`config.mk`:
```
export PLATFORM = sky130hd
export DESIGN_NAME = dbg_freeze_ctrl
export DESIGN_NICKNAME = d
export VERILOG_FILES = /design/src/design/dbg_freeze_pkg.sv /design/src/design/dbg_freeze_ctrl.sv
export VERILOG_INCLUDE_DIRS = /design/src /design/src/design
export SDC_FILE = /design/constraint.sdc
export NUM_CORES = 1
export LEC_CHECK = 0
export ABC_CLOCK_PERIOD_IN_PS = 1100
export BUFFER_PORTS_ARGS = -buffer_cell sky130_fd_sc_hd__buf_2
export CORE_UTILIZATION = 27
export CTS_BUF_LIST = sky130_fd_sc_hd__clkbuf_8
export DETAILED_ROUTE_END_ITERATION = 7
export PLACE_DENSITY = 0.79
export SYNTH_ARGS = -nofsm -noshare
export SYNTH_HDL_FRONTEND = slang
export SYNTH_SLANG_ARGS = --single-unit
```
`constraint.sdc`:
```
create_clock -name MCLK_IN -period 1.1 [get_ports MCLK_IN]
set_input_delay 0 -clock MCLK_IN [delete_from_list [all_inputs] [get_ports MCLK_IN]]
set_output_delay 0 -clock MCLK_IN [all_outputs]
set_load 0.02 [all_outputs]
```
`src/design/dbg_freeze_regs.svh`:
```
/*
  register map, field positions and reset values of the debug freeze
  control bank. assumes a 32-bit apb bus with byte addresses.
*/
`ifndef DBG_FREEZE_REGS_SVH
`define DBG_FREEZE_REGS_SVH

// byte address of the freeze control register
`define FRZ_CTRL_ADDR      32'hE004_2000
// byte address of the read-only freeze status register
`define FRZ_STAT_ADDR      32'hE004_2004

// freeze control register fields
`define FRZ_WDT_BIT        0
`define FRZ_ASYNC_TMR_BIT  1
`define FRZ_EVT_SYS_BIT    2
`define FRZ_CTRL_WIDTH     3
`define FRZ_CTRL_RESET     3'h0
`define FRZ_CTRL_MASK      32'h0000_0007

// freeze status register fields (bits 2:0 mirror the freeze outputs)
`define FRZ_STAT_HALT_BIT  3
`define FRZ_STAT_WIDTH     4

// read data shown for reserved bits and unmapped addresses
`define FRZ_READ_ZERO      32'h0000_0000

`endif

```
`src/design/dbg_freeze_pkg.sv`:
```
/*
  types shared by the debug freeze control bank.
  assumes dbg_freeze_regs.svh supplies the field widths.
*/
`include "dbg_freeze_regs.svh"

package dbg_freeze_pkg;

  // one apb request as seen by the slave
  typedef struct packed {
    logic        sel;
    logic        enable;
    logic        write;
    logic [31:0] addr;
    logic [31:0] wdata;
    logic [3:0]  strb;
  } apb_req_type;

  // per-peripheral freeze qualifiers
  typedef struct packed {
    logic evt_sys;
    logic async_tmr;
    logic wdt;
  } freeze_type;

endpackage : dbg_freeze_pkg

```
`src/design/dbg_freeze_ctrl.sv`:
```
/*
  debug freeze control bank: one software control register whose bits,
  qualified by the core-halted indication, freeze the watchdog, the
  asynchronous timer and the peripheral event system.
  assumes an apb master on MCLK_IN and a core-halted level that is
  already synchronous to MCLK_IN. the slave never inserts wait states,
  so a master that samples ready in the first access cycle completes
  every transfer there; unmapped addresses answer with an error.
*/
// Overview of operation
// - control register at E0042000, resets to zero
// - bit0 plus halt freezes watchdog counter
// - bit1 plus halt freezes async timer
// - bit2 plus halt freezes event system
// - cleared bit keeps peripheral running while halted
`timescale 1ns/100ps
`default_nettype none
`include "dbg_freeze_regs.svh"

module dbg_freeze_ctrl
  import dbg_freeze_pkg::*;
(
  // clock and reset
  input  wire  logic        MCLK_IN,
  input  wire  logic        RST_N_IN,
  // apb slave request
  input  wire  logic        PSEL_IN,
  input  wire  logic        PENABLE_IN,
  input  wire  logic        PWRITE_IN,
  input  wire  logic [31:0] PADDR_IN,
  input  wire  logic [31:0] PWDATA_IN,
  input  wire  logic [3:0]  PSTRB_IN,
  // apb slave answer
  output var   logic        PREADY_OUT,
  output var   logic [31:0] PRDATA_OUT,
  output var   logic        PSLVERR_OUT,
  // core debug state
  input  wire  logic        CORE_HALTED_IN,
  // freeze qualifiers to the peripherals
  output var   logic        WDT_FREEZE_OUT,
  output var   logic        ASYNC_TMR_FREEZE_OUT,
  output var   logic        EVT_SYS_FREEZE_OUT
);

  // internal state: the three control bits and the registered freeze
  // qualifiers; nothing else is remembered between transfers
  // bundled apb request
  apb_req_type                       req;
  // freeze control register
  logic [`FRZ_CTRL_WIDTH-1:0]        ctrl;
  // registered freeze qualifiers
  freeze_type                        frz;
  // next freeze qualifiers
  freeze_type                        next_frz;
  // next answer values and next control value
  logic                              next_pready;
  logic [31:0]                       next_prdata;
  logic                              next_pslverr;
  logic [`FRZ_CTRL_WIDTH-1:0]        next_ctrl;

  // decode wires
  wire logic setup_phase;             // first cycle of a transfer
  wire logic access_done;             // edge at which the transfer completes
  wire logic hit_ctrl;                // address selects the control register
  wire logic hit_stat;                // address selects the status register
  wire logic hit_any;                 // any mapped address
  wire logic ctrl_wr;                 // committed write to control register
  wire logic [31:0] ctrl_rd;          // control register as read data
  wire logic [31:0] stat_rd;          // status register as read data
  wire logic bus_ctrl_write;          // control write seen on the pins, for checks

  // pack the bus pins into one request
  assign req = '{sel: PSEL_IN, enable: PENABLE_IN, write: PWRITE_IN,
                 addr: PADDR_IN, wdata: PWDATA_IN, strb: PSTRB_IN};

  // transfer phases
  assign setup_phase = req.sel & ~req.enable;
  assign access_done = req.sel & req.enable & PREADY_OUT;

  // full-address decode: aliases of the register would let stray
  // writes elsewhere freeze a peripheral by accident
  // every other address answers with an error
  assign hit_ctrl = (req.addr == `FRZ_CTRL_ADDR);
  assign hit_stat = (req.addr == `FRZ_STAT_ADDR);
  assign hit_any  = hit_ctrl | hit_stat;

  // only lane 0 carries writable bits; upper lanes are reserved
  // a write with lane 0 off is dropped without an error
  assign ctrl_wr = access_done & req.write & hit_ctrl & req.strb[0];

  // reserved bits above the fields read as zero
  assign ctrl_rd = {29'h0000_0000, ctrl};
  assign stat_rd = {28'h000_0000, CORE_HALTED_IN, frz.evt_sys,
                    frz.async_tmr, frz.wdt};

  // next control value: only the three field bits are stored
  assign next_ctrl = ctrl_wr ? req.wdata[`FRZ_CTRL_WIDTH-1:0] : ctrl;

  // answer prepared in setup so that access completes without wait
  assign next_pready  = setup_phase;
  assign next_pslverr = setup_phase & ~hit_any;
  assign next_prdata  = (setup_phase & ~req.write & hit_ctrl) ? ctrl_rd :
                        (setup_phase & ~req.write & hit_stat) ? stat_rd :
                        `FRZ_READ_ZERO;

  // the halt level is used as is: it must already be on MCLK_IN,
  // a level from another clock needs a synchroniser outside
  // freeze only when the core is halted and the bit is set
  assign next_frz.wdt       = CORE_HALTED_IN & ctrl[`FRZ_WDT_BIT];
  assign next_frz.async_tmr = CORE_HALTED_IN & ctrl[`FRZ_ASYNC_TMR_BIT];
  assign next_frz.evt_sys   = CORE_HALTED_IN & ctrl[`FRZ_EVT_SYS_BIT];

  // control register, cleared by reset
  always_ff @(posedge MCLK_IN or negedge RST_N_IN) begin
    if (!RST_N_IN) begin
      ctrl <= `FRZ_CTRL_RESET;
    end else begin
      // hold, or take the field bits of a committed write
      ctrl <= next_ctrl;
    end
  end

  // registering the answer keeps every bus output glitch free;
  // the price is that the answer must be prepared during setup
  // apb answer flops
  always_ff @(posedge MCLK_IN or negedge RST_N_IN) begin
    if (!RST_N_IN) begin
      PREADY_OUT  <= 1'b0;
      PSLVERR_OUT <= 1'b0;
      PRDATA_OUT  <= `FRZ_READ_ZERO;
    end else begin
      // answer pulse follows every setup cycle
      PREADY_OUT  <= next_pready;
      PSLVERR_OUT <= next_pslverr;
      PRDATA_OUT  <= next_prdata;
    end
  end

  // one cycle of latency from halt, two from the access cycle of a register write;
  // peripherals see at most one extra tick after the halt
  // freeze qualifier flops
  always_ff @(posedge MCLK_IN or negedge RST_N_IN) begin
    if (!RST_N_IN) begin
      frz <= '0;
    end else begin
      // follow halt and control bits one cycle later
      frz <= next_frz;
    end
  end

  // drive the peripheral qualifiers straight from the flops
  assign WDT_FREEZE_OUT       = frz.wdt;
  assign ASYNC_TMR_FREEZE_OUT = frz.async_tmr;
  assign EVT_SYS_FREEZE_OUT   = frz.evt_sys;

  // control write decoded straight from the pins
  assign bus_ctrl_write = PSEL_IN & PENABLE_IN & PREADY_OUT & PWRITE_IN &
                          PSTRB_IN[0] & (PADDR_IN == `FRZ_CTRL_ADDR);
endmodule // dbg_freeze_ctrl

`default_nettype wire

```
==> results.json <==
{
  "arrival_ps": 1340,
  "finalPower_mw": 1.13,
  "r2r-start": "PREADY_OUT$_DFF_PN0_",
  "start_kind": "register",
  "fmax_ghz": 0.814,
  "drv_slew": 0,
  "pwr_density_cell_nw_per_um2": 991,
  "status": "finished with violations",
  "ys_ff_latch": 12,
  "fin_crit_ps": 1230,
  "clkSinkCount": 12,
  "fin_skew_ps": 2.05,
  "cp-startpoint": "PREADY_OUT$_DFF_PN0_",
  "netlist_instances": 72,
  "dpl.hpwl_microns": 1280,
  "vdd_ir_drop_max_mv": 0.703,
  "syn_area_sq_um": 764,
  "path_clk_slew_ps": 50,
  "start_util_pct": 29.8,
  "grt_pass1_vias": 557,
  "layout_setup_ws_ps": -128,
  "pin_count": 111,
  "wl_per_cell_microns": 9.81,
  "cts_made_buffers": 3,
  "cts_tree": "built",
  "place.gp.congestion": 0.692,
  "yosysTopAreaCell": "dfrtp_1",
  "ys_types": 19,
  "drc": 0,
  "antenna_found_initial": 0,
  "final_nets": 205,
  "violations": "setup timing",
  "die_height_microns": 55.2,
  "placeableCoreArea_sq_um": 2570,
  "hold_start": "PWDATA_IN[1]",
  "htree_levels": 1,
  "ant_nets": 0,
  "ys_seq_area_share_pct": 39.3,
  "maxCapViolCount": 0,
  "crit_fanout": 3,
  "end_kind": "register",
  "viasPerCell": 3.99,
  "required_ps": 1210,
  "grt_max_degree": 13,
  "cts_root_buffer": "clkbuf_8",
  "finalHoldViolCount": 0,
  "area_delta_synth_final_pct": 49.8,
  "rsz0062_at_grt": "true",
  "grt_use_total_pct": 9.60,
  "yosys.area.top_type_share_pct": 39.3,
  "synth.area.top_cells": "dfrtp_1 39%, buf_4 27%, mux2_2 4.4%, nor4_1 4.1%, mux2i_1 3.9%",
  "n_antenna_cell": 0,
  "gr-total-overflow": 0,
  "crit_type": "register to register",
  "die_x_microns": 55.2,
  "vias": 638,
  "drive_gt1_share_pct": 55.4,
  "dieArea_sq_um": 3050,
  "grt_pass1_wl_microns": 2360,
  "num_rows": 18,
  "p_leak_nw": 0.625,
  "clk_latency_ps": 230,
  "cts_max_path_buffers": 2,
  "syn_area_per_cell_sq_um": 10.6,
  "io_buffers": 50,
  "fin_tns_setup_ps": -371,
  "setup_viol": 4,
  "drt_wl_total_microns": 1570,
  "post-route-period-util_pct": 112,
  "first_iter_violations": 7,
  "holdCritPathClass": "input pin to register",
  "firstDrtPassIters": 2,
  "yosys_warnings": 0
}
-- what timing repair did --
action / 4_1_cts / 5_1_grt
gates cloned: 0 / 0
hold endpoints to repair: 12 / 0
hold buffers: 1 / 0
pin swaps: 6 / 7
endpoints found under the setup margin: 7 / 7
gates resized for setup: 8 / 9
setup buffers: 0 / 1
-- per-stage QoR --
step                util, %  hold WS (ps)  setup WS (ps)  instances  instance area (sq um)
finish                 44.6          14.8           -128        160                   1140
global route           44.6          5.90           -208        160                   1140
CTS                    42.2          12.3           -134        160                   1080
detailed placement     37.9          -118           -366        155                    973
global placement       37.9          -122           -375        155                    973
floorplan                 -          -296           -192         99                    866
-- critical path: stages, from the launching register on --
cell and delay (ps):
dfrtp_1 330, nand4b_1 170, nor4_4 240, mux2_2 380
-- cell usage in the layout, fill, tap and decap left out, types with 3 or more instances in the layout --
cell and instances:
and2_1 3, mux2i_1 3, buf_4 4, conb_1 28, nor4_2 4, mux2_2 3, dfrtp_1 12, buf_2 44
buf_6 6, clkbuf_8 4
-- cell type report --
cell class | count | area (sq um)
multi-input combinational | 58 | 420
inverter | 1 | 3.75
clock buffer | 4 | 55.1
sequential | 12 | 300
fill | 219 | 1420
timing repair buffer | 55 | 328
tap | 30 | 37.5
-- cell families after synthesis --
group / count (synthesis) / share of synthesized area, %
other: 1 / 0.491
flip-flops: 12 / 39.3
AND/OR/NAND/NOR: 24 / 23.9
multiplexers: 6 / 8.35
buffers and inverters: 29 / 28.0
-- path summary, 6_finish.rpt --
kind	end	slack [ps]	cells past startpoint
min in group asynchronous	PRDATA_OUT[3]$_DFF_PN0_	170	2
max in group asynchronous	ASYNC_TMR_FREEZE_OUT$_DFF_PN0_	720	2
max	ctrl[0]$_DFFE_PN0P_	-130	3
min reg2reg	WDT_FREEZE_OUT$_DFF_PN0_	520	1
min	ctrl[1]$_DFFE_PN0P_	10	2
max reg2reg	ctrl[0]$_DFFE_PN0P_	-130	3
-- flip-flops by register name, summed over array words and instances (netlist names) --
signal / count
PRDATA_OUT: 4
WDT_FREEZE_OUT: 1
ASYNC_TMR_FREEZE_OUT: 1
EVT_SYS_FREEZE_OUT: 1
PSLVERR_OUT: 1
ctrl: 3
PREADY_OUT: 1
-- metal layers --
metal	track usage (%)	wire, microns
met5	0	0
met4	2.14	0
met1	10.2	521
met2	18.2	883
met3	3.04	165
-- synthesized netlist by cell type --
cell type	number
mux2i_1	3
nor3b_1	1
nand4b_1	1
and2_1	3
and3_1	1
nor4b_2	2
mux2_2	3
dfrtp_1	12
nand4_1	2
conb_1	1
nor2_1	2
inv_1	1
nand2b_1	1
nor4_1	5
buf_4	28
nor4bb_1	1
nand2_1	1
nor4_4	1
nor2b_1	3
-- power by group --
part | switching [mW] | total [mW] | internal [mW] | leakage (nW)
sequential | 0.00113 | 0.447 | 0.446 | 0.166
combinational | 0.144 | 0.232 | 0.0874 | 0.431
clock | 0.141 | 0.455 | 0.314 | 0.0288
(Power assumes the default switching activity.)
